<file path="config.mk">
export PLATFORM = sky130hd
export DESIGN_NAME = adcsr_top
export DESIGN_NICKNAME = d
export VERILOG_FILES = /design/src/verilog/adcsr_pkg.sv /design/src/verilog/adcsr_stream_if.sv /design/src/verilog/adcsr_edge.sv /design/src/verilog/adcsr_fifo.sv /design/src/verilog/adcsr_top.sv
export SDC_FILE = /design/constraint.sdc
export NUM_CORES = 1
export LEC_CHECK = 0
export ABC_AREA = 1
export BUFFER_PORTS_ARGS = -buffer_cell sky130_fd_sc_hd__buf_4
export CAP_MARGIN = 20
export CORE_AREA = 2 2 150 152
export DETAILED_ROUTE_END_ITERATION = 7
export DIE_AREA = 0 0 152 154
export PLACE_DENSITY_LB_ADDON = 0.2
export SYNTH_ARGS = -nofsm -noshare
export SYNTH_HDL_FRONTEND = slang
export SYNTH_SLANG_ARGS = --single-unit
</file>
<file path="constraint.sdc">
create_clock -name mclk -period 6.7 [get_ports mclk]
set_input_delay 1.34 -clock mclk [delete_from_list [all_inputs] [get_ports mclk]]
set_output_delay 1.34 -clock mclk [all_outputs]
set_load 0.05 [all_outputs]
</file>
<file path="src/verilog/adcsr_pkg.sv">
// adcsr_pkg: shared constants and types for the serial readout block
package adcsr_pkg;

    // ------------------------------------------------------------
    // frame counting
    // ------------------------------------------------------------
    localparam int CNT_W = 5;
    localparam logic [CNT_W-1:0] FRAME_EDGES = 5'h10; // last falling edge of a frame
    localparam logic [CNT_W-1:0] GLITCH_EDGE = 5'h02; // first edge that may power down
    localparam logic [CNT_W-1:0] COMMIT_EDGE = 5'h0A; // edge that keeps the core powered
    localparam int LEAD_ZEROS = 2;
    localparam int RES_BITS_DEFAULT = 12;
    localparam int FIFO_DEPTH_DEFAULT = 8;

    // ------------------------------------------------------------
    // timing
    // ------------------------------------------------------------
    localparam int MCLK_PERIOD_NS = 50;
    localparam int WAKE_DELAY_TIME_NS = 1000; // full power-down wake time
    localparam int WAKE_CYCLES = (WAKE_DELAY_TIME_NS + MCLK_PERIOD_NS - 1) / MCLK_PERIOD_NS;

    // ------------------------------------------------------------
    // power modes
    // ------------------------------------------------------------
    typedef enum logic [1:0] {
        ADCSR_NORMAL,
        ADCSR_PARTIAL,
        ADCSR_FULL
    } adcsr_mode_t;

    localparam adcsr_mode_t RESET_MODE = ADCSR_NORMAL;

endpackage

</file>
<file path="src/verilog/adcsr_stream_if.sv">
// adcsr_stream_if: valid/ready word channel between internal modules
`timescale 1ns/1ps
interface adcsr_stream_if #(
    parameter int W = 12
);
    logic valid;
    logic ready;
    logic [W-1:0] data;

    modport src (output valid, output data, input ready);
    modport snk (input valid, input data, output ready);
endinterface

</file>
<file path="src/verilog/adcsr_edge.sv">
// adcsr_edge: registered edge detection for synchronous pins
`timescale 1ns/1ps
module adcsr_edge #(
    parameter int N = 2,
    parameter logic [N-1:0] INIT = '1
) (
    input wire logic mclk,
    input wire logic reset_n,
    input wire logic ce,
    input wire logic [N-1:0] pin,
    output logic [N-1:0] rise,
    output logic [N-1:0] fall
);
    logic [N-1:0] prev;

    // ------------------------------------------------------------
    // one stage of history and the edge terms per bit
    // ------------------------------------------------------------
    for (genvar i = 0; i < N; i++) begin : g_bit
        always_ff @(posedge mclk) begin
            if (!reset_n) begin
                prev[i] <= INIT[i];
            end else if (ce) begin
                prev[i] <= pin[i];
            end
        end
        assign rise[i] = ce & pin[i] & ~prev[i];
        assign fall[i] = ce & ~pin[i] & prev[i];
    end
endmodule

</file>
<file path="src/verilog/adcsr_fifo.sv">
// adcsr_fifo: result buffer between the conversion core and the shifter
`timescale 1ns/1ps
module adcsr_fifo #(
    parameter int W = 12,
    parameter int D = 8
) (
    input wire logic mclk,
    input wire logic reset_n,
    input wire logic ce,
    input wire logic in_valid,
    output logic in_ready,
    input wire logic [W-1:0] in_data,
    adcsr_stream_if.src out
);
    localparam int PW = $clog2(D);
    localparam int CW = $clog2(D + 1);
    localparam logic [CW-1:0] FULL_COUNT = CW'(D);
    localparam logic [PW-1:0] LAST_PTR = PW'(D - 1);

    logic [W-1:0] mem [D];
    logic [PW-1:0] wr_ptr;
    logic [PW-1:0] rd_ptr;
    logic [CW-1:0] count;
    logic [CW-1:0] next_count;
    logic push;
    logic pop;

    assign push = in_valid & in_ready & ce;
    assign pop = out.valid & out.ready & ce;
    assign out.valid = (count != '0);
    assign out.data = mem[rd_ptr];

    // occupancy after this cycle
    always_comb begin
        next_count = count;
        if (push && !pop) begin
            next_count = count + 1'b1;
        end else if (pop && !push) begin
            next_count = count - 1'b1;
        end
    end

    // storage write
    always_ff @(posedge mclk) begin
        if (push) begin
            mem[wr_ptr] <= in_data;
        end
    end

    // pointers, count and registered ready
    always_ff @(posedge mclk) begin
        if (!reset_n) begin
            wr_ptr <= '0;
            rd_ptr <= '0;
            count <= '0;
            in_ready <= 1'b0;
        end else if (ce) begin
            if (push) begin
                wr_ptr <= (wr_ptr == LAST_PTR) ? '0 : wr_ptr + 1'b1;
            end
            if (pop) begin
                rd_ptr <= (rd_ptr == LAST_PTR) ? '0 : rd_ptr + 1'b1;
            end
            count <= next_count;
            in_ready <= (next_count < FULL_COUNT);
        end
    end
endmodule

</file>
<file path="src/verilog/adcsr_top.sv">
// adcsr_top: serial readout and power-mode control of the converter
//
// Operation
// - early select rise while powered down: full down
// - power-down entry happens on select rise alone
// - no glitch guard on full power-down entry
// - wake: select low past 10th falling edge
// - partial wake completes within one dummy frame
// - partial wake: track on first clock edge
// - reset loads normal mode; host runs dummy frame
// - select fall: hold, sample, start, drive output; sample and start only in normal mode
// - 12-bit: track after 13 falls, next rise
// - early select rise aborts, releases output
// - 12-bit: two trailing zeros, release at 16th
// - 10-bit: track after 11 falls, next rise
// - 10-bit: four trailing zeros, release at 16th
// - 14-clock frame: select rise after 14th fall
// - select fall drives first leading zero
// - last bit driven on 15th falling edge
// - late select fall: zero visible, next second
// - normal, rise between 2nd and 10th: partial
// - rise before 2nd fall stays normal
// - rise after 10th: powered, release; abort only before 14th
`timescale 1ns/1ps
module adcsr_top #(
    parameter int RES_BITS = adcsr_pkg::RES_BITS_DEFAULT,
    parameter int FIFO_DEPTH = adcsr_pkg::FIFO_DEPTH_DEFAULT
) (
    input wire logic mclk,
    input wire logic reset_n,
    input wire logic ce,
    input wire logic sel_n,
    input wire logic sclk,
    input wire logic [RES_BITS-1:0] result_data,
    input wire logic result_valid,
    output logic result_ready,
    output logic serial_out,
    output logic serial_oe,
    output logic track_hold,
    output logic sample_start,
    output logic conv_abort,
    output logic [1:0] power_mode,
    output logic analog_on,
    output logic wake_busy
);
    localparam int CW = adcsr_pkg::CNT_W;
    localparam int WCW = $clog2(adcsr_pkg::WAKE_CYCLES + 1);
    localparam logic [WCW-1:0] WAKE_LOAD = WCW'(adcsr_pkg::WAKE_CYCLES);
    localparam logic [CW-1:0] CONV_EDGES = CW'(RES_BITS + adcsr_pkg::LEAD_ZEROS);
    localparam logic [CW-1:0] TRACK_EDGE = CW'(RES_BITS + 1);
    localparam logic [CW-1:0] LOAD_EDGE = CW'(adcsr_pkg::LEAD_ZEROS);

    // ------------------------------------------------------------
    // pin edges
    // ------------------------------------------------------------
    logic [1:0] pin_rise;
    logic [1:0] pin_fall;
    logic sel_rise;
    logic sel_fall;
    logic sclk_rise;
    logic sclk_fall;

    adcsr_edge #(
        .N(2),
        .INIT(2'h3)
    ) u_edge (
        .mclk(mclk),
        .reset_n(reset_n),
        .ce(ce),
        .pin({sel_n, sclk}),
        .rise(pin_rise),
        .fall(pin_fall)
    );

    assign sel_rise = pin_rise[1];
    assign sel_fall = pin_fall[1];
    assign sclk_rise = pin_rise[0];
    assign sclk_fall = pin_fall[0];

    // ------------------------------------------------------------
    // result buffer
    // ------------------------------------------------------------
    adcsr_stream_if #(.W(RES_BITS)) q ();

    adcsr_fifo #(
        .W(RES_BITS),
        .D(FIFO_DEPTH)
    ) u_fifo (
        .mclk(mclk),
        .reset_n(reset_n),
        .ce(ce),
        .in_valid(result_valid),
        .in_ready(result_ready),
        .in_data(result_data),
        .out(q)
    );

    // ------------------------------------------------------------
    // frame tracking
    // ------------------------------------------------------------
    logic framing;
    logic next_framing;
    logic [CW-1:0] fcnt;
    logic [CW-1:0] next_edge;
    logic frame_fall;
    logic frame_end;
    adcsr_pkg::adcsr_mode_t mode;
    adcsr_pkg::adcsr_mode_t next_mode;
    logic waking;
    logic wake_from_partial;
    logic load_now;
    logic [RES_BITS-1:0] shreg;
    logic [WCW-1:0] wcnt;

    // framing state and falling edges seen so far
    assign frame_fall = framing & sclk_fall & ~sel_rise & ~sel_fall;
    assign frame_end = framing & sel_rise;
    assign next_edge = fcnt + 1'b1;
    assign waking = framing & (mode != adcsr_pkg::ADCSR_NORMAL);
    assign load_now = frame_fall & (next_edge == LOAD_EDGE);

    always_comb begin
        next_framing = framing;
        if (sel_fall) begin
            next_framing = 1'b1;
        end else if (sel_rise) begin
            next_framing = 1'b0;
        end
    end

    // falling-edge counter, frozen once the frame is complete
    always_ff @(posedge mclk) begin
        if (!reset_n) begin
            framing <= 1'b0;
            fcnt <= '0;
        end else if (ce) begin
            framing <= next_framing;
            if (sel_fall) begin
                fcnt <= '0;
            end else if (frame_fall && fcnt != adcsr_pkg::FRAME_EDGES) begin
                fcnt <= next_edge;
            end
        end
    end

    // ------------------------------------------------------------
    // power mode decision
    // ------------------------------------------------------------
    // mode chosen where select rises; a held select commits the wake
    always_comb begin
        next_mode = mode;
        if (frame_end) begin
            unique case (mode)
                adcsr_pkg::ADCSR_NORMAL: begin
                    if (fcnt >= adcsr_pkg::GLITCH_EDGE && fcnt < adcsr_pkg::COMMIT_EDGE) begin
                        next_mode = adcsr_pkg::ADCSR_PARTIAL;
                    end
                    // rise before 2nd fall or after 10th stays up
                end
                adcsr_pkg::ADCSR_PARTIAL, adcsr_pkg::ADCSR_FULL: begin
                    if (fcnt < adcsr_pkg::COMMIT_EDGE) begin
                        next_mode = adcsr_pkg::ADCSR_FULL;
                    end
                end
            endcase
        end else if (waking && frame_fall && next_edge == adcsr_pkg::COMMIT_EDGE) begin
            next_mode = adcsr_pkg::ADCSR_NORMAL;
        end
    end

    // mode register and analog supply enable
    always_ff @(posedge mclk) begin
        if (!reset_n) begin
            mode <= adcsr_pkg::RESET_MODE;
            analog_on <= (adcsr_pkg::RESET_MODE == adcsr_pkg::ADCSR_NORMAL);
        end else if (ce) begin
            mode <= next_mode;
            analog_on <= (next_mode == adcsr_pkg::ADCSR_NORMAL) || next_framing;
        end
    end

    assign power_mode = mode;

    // ------------------------------------------------------------
    // wake timing from full power-down
    // ------------------------------------------------------------
    // busy counts the wake time from the select fall of the dummy frame
    always_ff @(posedge mclk) begin
        if (!reset_n) begin
            wcnt <= '0;
            wake_busy <= 1'b0;
        end else if (ce) begin
            if (sel_fall && mode == adcsr_pkg::ADCSR_FULL) begin
                wcnt <= WAKE_LOAD;
                wake_busy <= 1'b1;
            end else if (frame_end && next_mode == adcsr_pkg::ADCSR_FULL) begin
                wcnt <= '0; // fell back into full power-down
                wake_busy <= 1'b0;
            end else if (wcnt != '0) begin
                wcnt <= wcnt - 1'b1;
                wake_busy <= (wcnt > WCW'(1)); // still counting after this cycle
            end
        end
    end

    // ------------------------------------------------------------
    // track and hold
    // ------------------------------------------------------------
    always_ff @(posedge mclk) begin
        if (!reset_n) begin
            track_hold <= 1'b0;
            wake_from_partial <= 1'b0;
        end else if (ce) begin
            if (sel_fall) begin
                track_hold <= 1'b1;
                wake_from_partial <= (mode == adcsr_pkg::ADCSR_PARTIAL);
            end else if (frame_end) begin
                track_hold <= (next_mode != adcsr_pkg::ADCSR_NORMAL); // held while down
                wake_from_partial <= 1'b0;
            end else if (framing && wake_from_partial && (sclk_rise || sclk_fall)) begin
                track_hold <= 1'b0;
                wake_from_partial <= 1'b0;
            end else if (framing && sclk_rise && fcnt == TRACK_EDGE) begin
                track_hold <= 1'b0;
            end
        end
    end

    // ------------------------------------------------------------
    // serial data output
    // ------------------------------------------------------------
    // a dummy frame shifts zeros and leaves the buffer untouched
    assign q.ready = load_now & ~waking;

    always_ff @(posedge mclk) begin
        if (!reset_n) begin
            serial_out <= 1'b0;
            serial_oe <= 1'b0;
            shreg <= '0;
        end else if (ce) begin
            if (sel_fall) begin
                serial_oe <= 1'b1;
                serial_out <= 1'b0; // first leading zero
                shreg <= '0;
            end else if (sel_rise) begin
                serial_oe <= 1'b0;
            end else if (frame_fall && fcnt != adcsr_pkg::FRAME_EDGES) begin
                if (next_edge == adcsr_pkg::FRAME_EDGES) begin
                    serial_oe <= 1'b0;
                    serial_out <= 1'b0;
                end else if (load_now) begin
                    // msb first, straight binary
                    if (q.valid && !waking) begin
                        serial_out <= q.data[RES_BITS-1];
                        shreg <= {q.data[RES_BITS-2:0], 1'b0};
                    end else begin
                        serial_out <= 1'b0;
                        shreg <= '0;
                    end
                end else if (next_edge < LOAD_EDGE) begin
                    serial_out <= 1'b0; // second leading zero
                end else begin
                    // zero fill gives the trailing zeros, last on the 15th
                    serial_out <= shreg[RES_BITS-1];
                    shreg <= {shreg[RES_BITS-2:0], 1'b0};
                end
            end
        end
    end

    // ------------------------------------------------------------
    // conversion strobes to the analog core
    // ------------------------------------------------------------
    always_ff @(posedge mclk) begin
        if (!reset_n) begin
            sample_start <= 1'b0;
            conv_abort <= 1'b0;
        end else if (ce) begin
            sample_start <= sel_fall && (mode == adcsr_pkg::ADCSR_NORMAL);
            conv_abort <= frame_end && (fcnt < CONV_EDGES);
        end else begin
            sample_start <= 1'b0;
            conv_abort <= 1'b0;
        end
    end
endmodule

</file>
== Yosys cells after proc, flatten, opt, wreduce, memory -nomap -nowiden ==
Memory sizes are Yosys's and may differ from the RTL's. A register that Yosys moved wholly into a read port is not among the register bits.
Index checks and enable logic that the tools add are counted.
Storage, ports and cells
  bits in registers: 46
  bits in writable memories: 96
  bits of input ports: 18
  output and inout bits: 10
  logic and storage cells: 162
  memories: 1
Memories
  u_fifo.mem: depth 8, width 12, rd ports 1, clocked after memory_dff 1, wr ports 1, RTL line adcsr_fifo.sv:20  | logic [W-1:0] mem [D];
Operators by class
  add/sub/neg operators: 6
  magnitude comparators: 6
  equal/unequal tests: 13
  muxes and demuxes: 48
  bitwise gates (word level): 26
  reductions and logical operators: 43
Operators by type and width (number)
  12-bit 2-to-1 mux: 7
  1-bit 2-to-1 mux: 25
  5-bit 2-to-1 mux: 5
  1-bit bitwise AND: 19
  1-bit logical AND: 15
  2-bit AND reduction: 7
  3-bit 2-to-1 mux: 4
  3-bit nonzero test: 4
  5-bit by 4-bit equality test with 1-bit output, second input constant: 2
  5-bit by 4-bit less-than comparator with 1-bit output, second input constant: 2
  2-bit 2-to-1 mux: 4
  4-bit 2-to-1 mux: 2
  4-bit nonzero test: 2
  1-bit inverter: 7
  3-bit by 1-bit adder with 3-bit output, second input constant: 2
  3-bit equality test, second input constant: 2
  3-bit AND reduction: 2
  2-bit nonzero test: 3
  5-bit by 1-bit adder with 5-bit output, second input constant: 1
  5-bit by 2-bit equality test with 1-bit output, second input constant: 1
  5-bit equality test, second input constant: 1
  5-bit by 2-bit >= comparator with 1-bit output, second input constant: 1
  5-bit by 1-bit > comparator with 1-bit output, second input constant: 1
  5-bit by 2-bit less-than comparator with 1-bit output, second input constant: 1
  other kinds (17): 22

== Longest topological paths before layout ==
  word-level depth: 14
  depth in mapped cells: 17

== Modules after synthesis ==
A second synthesis with hierarchy kept.
Unflattened totals
  cells, all modules: 727
  area total of the unflattened synthesis: 6790.3 µm²
Modules (own cells, without submodules)
  adcsr_fifo: times used 1, cells an instance 404, area each 4561.9 µm², seq. area each 3163.0 µm²
  adcsr_top: times used 1, cells an instance 308, area each 2137.0 µm², seq. area each 640.6 µm²
  adcsr_edge: times used 1, cells an instance 15, area each 91.3 µm², seq. area each 40.0 µm²

== Worst setup path before layout ==
No wires, ideal clock.
  kind: input port to flip-flop
  start point: input ce
  end point: register u_fifo.count[1]
  data arrival time: 2.938 ns
  data required time: 6.629 ns
  slack: 3.691 ns
  cell stages on the path: 16
  buffers on the path: 2
  cells stage by stage: buf_6 > nand2_2 > nor2_2 > nand2_1 > nor2_4 > nand2_2 > clkinv_2 > nand2_4 > nor2_8 > buf_8 > ha_1 > nor2_1 > inv_1 > a21oi_1 > o21ai_0 > a21oi_1
Between the ends
  longest elaborated chain between the ends: 12
  elaborated cells between the ends (all ways): 22
  classes of those cells: mux: 2; bitwise: 16; reduce/logical: 4
Ends and longest elaborated chain
  start: declaration: RTL line adcsr_top.sv:31  | input wire logic ce,
  1-bit bitwise AND (on tied branches) (2 in a row): RTL line adcsr_edge.sv:28, adcsr_edge.sv:27
  1-bit bitwise AND / 1-bit inverter (equally long branches): RTL line adcsr_top.sv:116  | assign frame_fall = framing & sclk_fall & ~sel_rise & ~sel_fall;
  1-bit bitwise AND (2 in a row): RTL line adcsr_top.sv:116
  1-bit bitwise AND: RTL line adcsr_top.sv:120  | assign load_now = frame_fall & (next_edge == LOAD_EDGE);
  1-bit bitwise AND: RTL line adcsr_top.sv:233  | assign q.ready = load_now & ~waking;
  1-bit bitwise AND (2 in a row): RTL line adcsr_fifo.sv:29  | assign pop = out.valid & out.ready & ce;
  1-bit logical AND / 1-bit zero test (equally long branches): RTL line adcsr_fifo.sv:38, adcsr_fifo.sv:36
  4-bit 2-to-1 mux / 1-bit logical AND (equally long branches): RTL line adcsr_fifo.sv:38, adcsr_fifo.sv:36
  4-bit 2-to-1 mux: RTL line adcsr_fifo.sv:36  | if (push && !pop) begin
  end signal: assignment: RTL line adcsr_fifo.sv:64  | count <= next_count;
  end: declaration: RTL line adcsr_fifo.sv:23  | logic [CW-1:0] count;
Several ways; a longest one is shown, not always the timed one.
A chain may end at the register's enable or synchronous reset.

== Final worst setup path ==
Ends and elaborated chain as after synthesis.

==> results_dict.tcl <==
set metrics [dict create \
    fmax_mhz 322.4 \
    maxCapViolCount 0 \
    combPwrFrac_pct 8.9 \
    rows 54 \
    htree_levels 4 \
    post_synth_num_cell_types 43 \
    endpoint_kind "flip-flop" \
    min_period_ns 3.101 \
    ios 28 \
    grt_max_degree 50 \
    seqPwrFrac_pct 46.5 \
    power_frac_clock_pct 44.6 \
    clk_pin_slew_ns 0.07 \
    insertion_delay_ns 0.43 \
    cts_sinks 144 \
    drtPass1Iterations 5 \
    antenna_found_initial 0 \
    final_layout_size_suffix_gt1_share_pct 14.55 \
    cts_hold_buffers 0 \
    die_w_um 152 \
    hpwl_um 9959 \
    crit_top_cell "a21oi_1" \
    clockRootBuffer "clkbuf_16" \
    synth_edf_count 96 \
    dieArea_sq_mm 0.02341 \
    synth.area.top_cells "edfxtp_1, dfxtp_1, nor2_1" \
    drtIter0Drc 356 \
    antenna_left 0 \
    drv_slew 0 \
    fin_area_sq_mm 0.007545 \
    synth.most_common_cell "nor2_1" \
    cts_repair_resize_count 0 \
    synth_compound_area_share_pct 12.30 \
    synth_top_family_by_area "simple AND/OR/NAND/NOR gates" \
    power_density_mw_per_mm2 280.0 \
    diodes 0 \
    placement.cell_area_sq_mm 0.006909 \
    p_sw_share_pct 25.98 \
    synth_area_per_cell_sq_um 9.895 \
    synth_warnings 0 \
    preCtsSetupSlack_ns 3.187 \
    dp_cells 937 \
    setup_viol 0 \
    hp-class "reg2reg" \
    irDropWorstVdd_mv 0.1582 \
    grt_pass1_vias 4295 \
    clk_path_buf_depth 2 \
    nets 718 \
    die_h_um 154 \
    cp_max_fo 20 \
    ys_top_cells_by_count "nor2_1, nand2_1, edfxtp_1" \
    stdcell_count 974 \
    critPathBufInv 3 \
    arrival_ns 3.42 \
    grt_first_pass_wirelength_um 23610 \
    synth_nets 691 \
    synthMuxAreaShare_pct 0 \
    vias 4579 \
    yosys.area_share.simple_pct 18.62 \
    cts_setup_buffers 0 \
    p_leak_nw 2.808 \
    core_area_sq_mm 0.02169 \
    rsz0062_at_grt "no" \
    wl_per_cell_um 15.21 \
    worstPathCellList "buf_4, nand3_2, nand2_1, nor2_4, nand2_2, clkinv_2, nand2_4, nor2_8, ha_1, nor2_1, inv_1, a21oi_1, o21ai_0, a21oi_1" \
    synth_fa_ha_area_share_pct 3.674 \
    crit_family "simple AND/OR/NAND/NOR gates" \
    port_buffers 27 \
    setup_total_negative_slack_ns 0 \
    critPathKind "in2reg" \
    initial_core_util_pct 29.84 \
    p_int_w 0.001563 \
    grt_overflow 0 \
    tightest_slew_ns 1.033 \
    ys_seq_area_share_pct 59.40 \
    async_reset_ff_share_pct 0 \
    grt_usage_pct 12.83 \
    fin_worst_skew_ns 0.02170 \
    cts_tree "yes" \
    max_stage_delay_ns 0.29 \
    ys_ff_latch 144 \
    synthXorXnorAreaFrac_pct 0.9474 \
    area_delta_synth_final_pct 16.59 \
    worstPathRequired_ns 7.02 \
    status "complete, no violations" \
    avgViaCountPerCell 4.701 \
    cts_buffers 17 \
    yosys.area.top_type "edfxtp_1" \
    synthCells 654 \
    drc_errors 0 \
    startpoint_type "primary input" \
    slowest_stage "ha_1" \
    hold_viol_final 0 \
    layout_setup_ws_ns 3.599 \
    synthFlopType "edfxtp_1" \
    slew_headroom_pct 30.90 \
    p_switching_w 0.0005488 \
    routabilityCongestion 0.7904 \
    min_period_over_period_pct 46.29 \
    synth_top_area_share_pct 44.55 \
    netlist_area_sq_mm 0.006471 \
    wirelength_um 14820 \
]
[tightest hold or removal path: cells and delay by family, from the launching register on]
family           cells  cell delay (ns)
flip-flops           1             0.31
AND/OR/NAND/NOR      1             0.06
AO/OA/AOI/OAI        1             0.05
[state kept, by name, summed over array words and instances (netlist names), named ones only]
signal and cells:
u_fifo.mem 96, shreg 11, fcnt 5, wcnt 5
u_fifo.count 3, u_fifo.rd_ptr 3, u_fifo.wr_ptr 3, power_mode 2
u_edge.prev 2, analog_on 1, conv_abort 1, framing 1
sample_start 1, serial_oe 1, serial_out 1, track_hold 1
u_fifo.in_ready 1, wake_busy 1, wake_from_partial 1
[per-layer routing]
| metal | track usage [%] | up-vias | routed length [um] |
|---|---|---|---|
| li1 | - | 2298 | - |
| met1 | 18.26 | 2190 | 7540 |
| met2 | 19.54 | 83 | 6624 |
| met3 | 2.875 | 8 | 540 |
| met4 | 3.827 | 0 | 111 |
| met5 | 0 | - | 0 |
[area by class of cell]
class	instances	area (sq um)
Fill cell	2160	14140
Sequential cell	144	3845
Multi-Input combinational cell	432	2300
Clock buffer	17	425.4
Tap cell	280	350.3
Timing Repair Buffer	34	259.0
Inverter	52	196.4
Clock inverter	15	168.9
[per-stage QoR]
stage | util [%] | hold slack [ns] | power, W
3_3_place_gp | 31.86 | 0.4518 | 0.001189
2_1_floorplan | - | 0.4392 | 0.001140
5_1_grt | 34.79 | 0.4823 | 0.002199
3_5_place_dp | 31.86 | 0.4546 | 0.001191
6_report | 34.79 | 0.4623 | 0.002112
4_1_cts | 34.60 | 0.4652 | 0.002141
[cell families after synthesis]
group | Yosys count
buffers and inverters | 78
XOR/XNOR | 7
adder cells (fa/ha/maj) | 19
flip-flops | 144
AO/OA/AOI/OAI | 135
AND/OR/NAND/NOR | 271
[power groups by stage]
stage | Clock (W) | Sequential, W | Combinational (W)
detailed placement | 0 | 0.00100 | 0.000188
floorplan | 0 | 0.00101 | 0.000129
finish | 0.000942 | 0.000983 | 0.000187
CTS | 0.000969 | 0.000983 | 0.000189
global placement | 0 | 0.00100 | 0.000187
global route | 0.000999 | 0.000985 | 0.000215
[cells in the final DEF, fill, tap and decap left out, types with 2 or more instances in the layout]
master / netlist / routed
a21oi_1: 29 / 29
a21oi_2: 5 / 5
a221oi_1: 2 / 2
buf_4: 1 / 33
clkbuf_16: 0 / 17
clkinv_2: 1 / 2
clkinv_4: 0 / 2
clkinv_8: 0 / 2
clkinvlp_4: 0 / 2
dfxtp_1: 48 / 47
edfxtp_1: 96 / 96
ha_1: 19 / 19
inv_1: 46 / 46
inv_2: 4 / 4
inv_6: 0 / 4
inv_8: 0 / 3
nand2_1: 102 / 102
nand2_2: 5 / 5
nand3_1: 27 / 27
nand3_2: 10 / 10
nand3b_1: 2 / 2
nand4_1: 5 / 5
nor2_1: 108 / 108
nor2_2: 2 / 2
nor3_1: 4 / 4
o211ai_1: 25 / 25
o21ai_0: 63 / 63
o22ai_1: 4 / 4
xnor2_1: 3 / 3
xor2_1: 4 / 4
[path summary, 6_finish.rpt]
path,slack [ns],start,depth (start not counted),to
setup reg to reg,4.07,fcnt[1],13,u_fifo.count[1]
hold reg to reg,0.46,shreg[11],2,shreg[11]
hold / removal,0.46,shreg[11],2,shreg[11]
setup / recovery,3.60,ce,14,u_fifo.count[1]
Power figures use the tool's default switching activity.
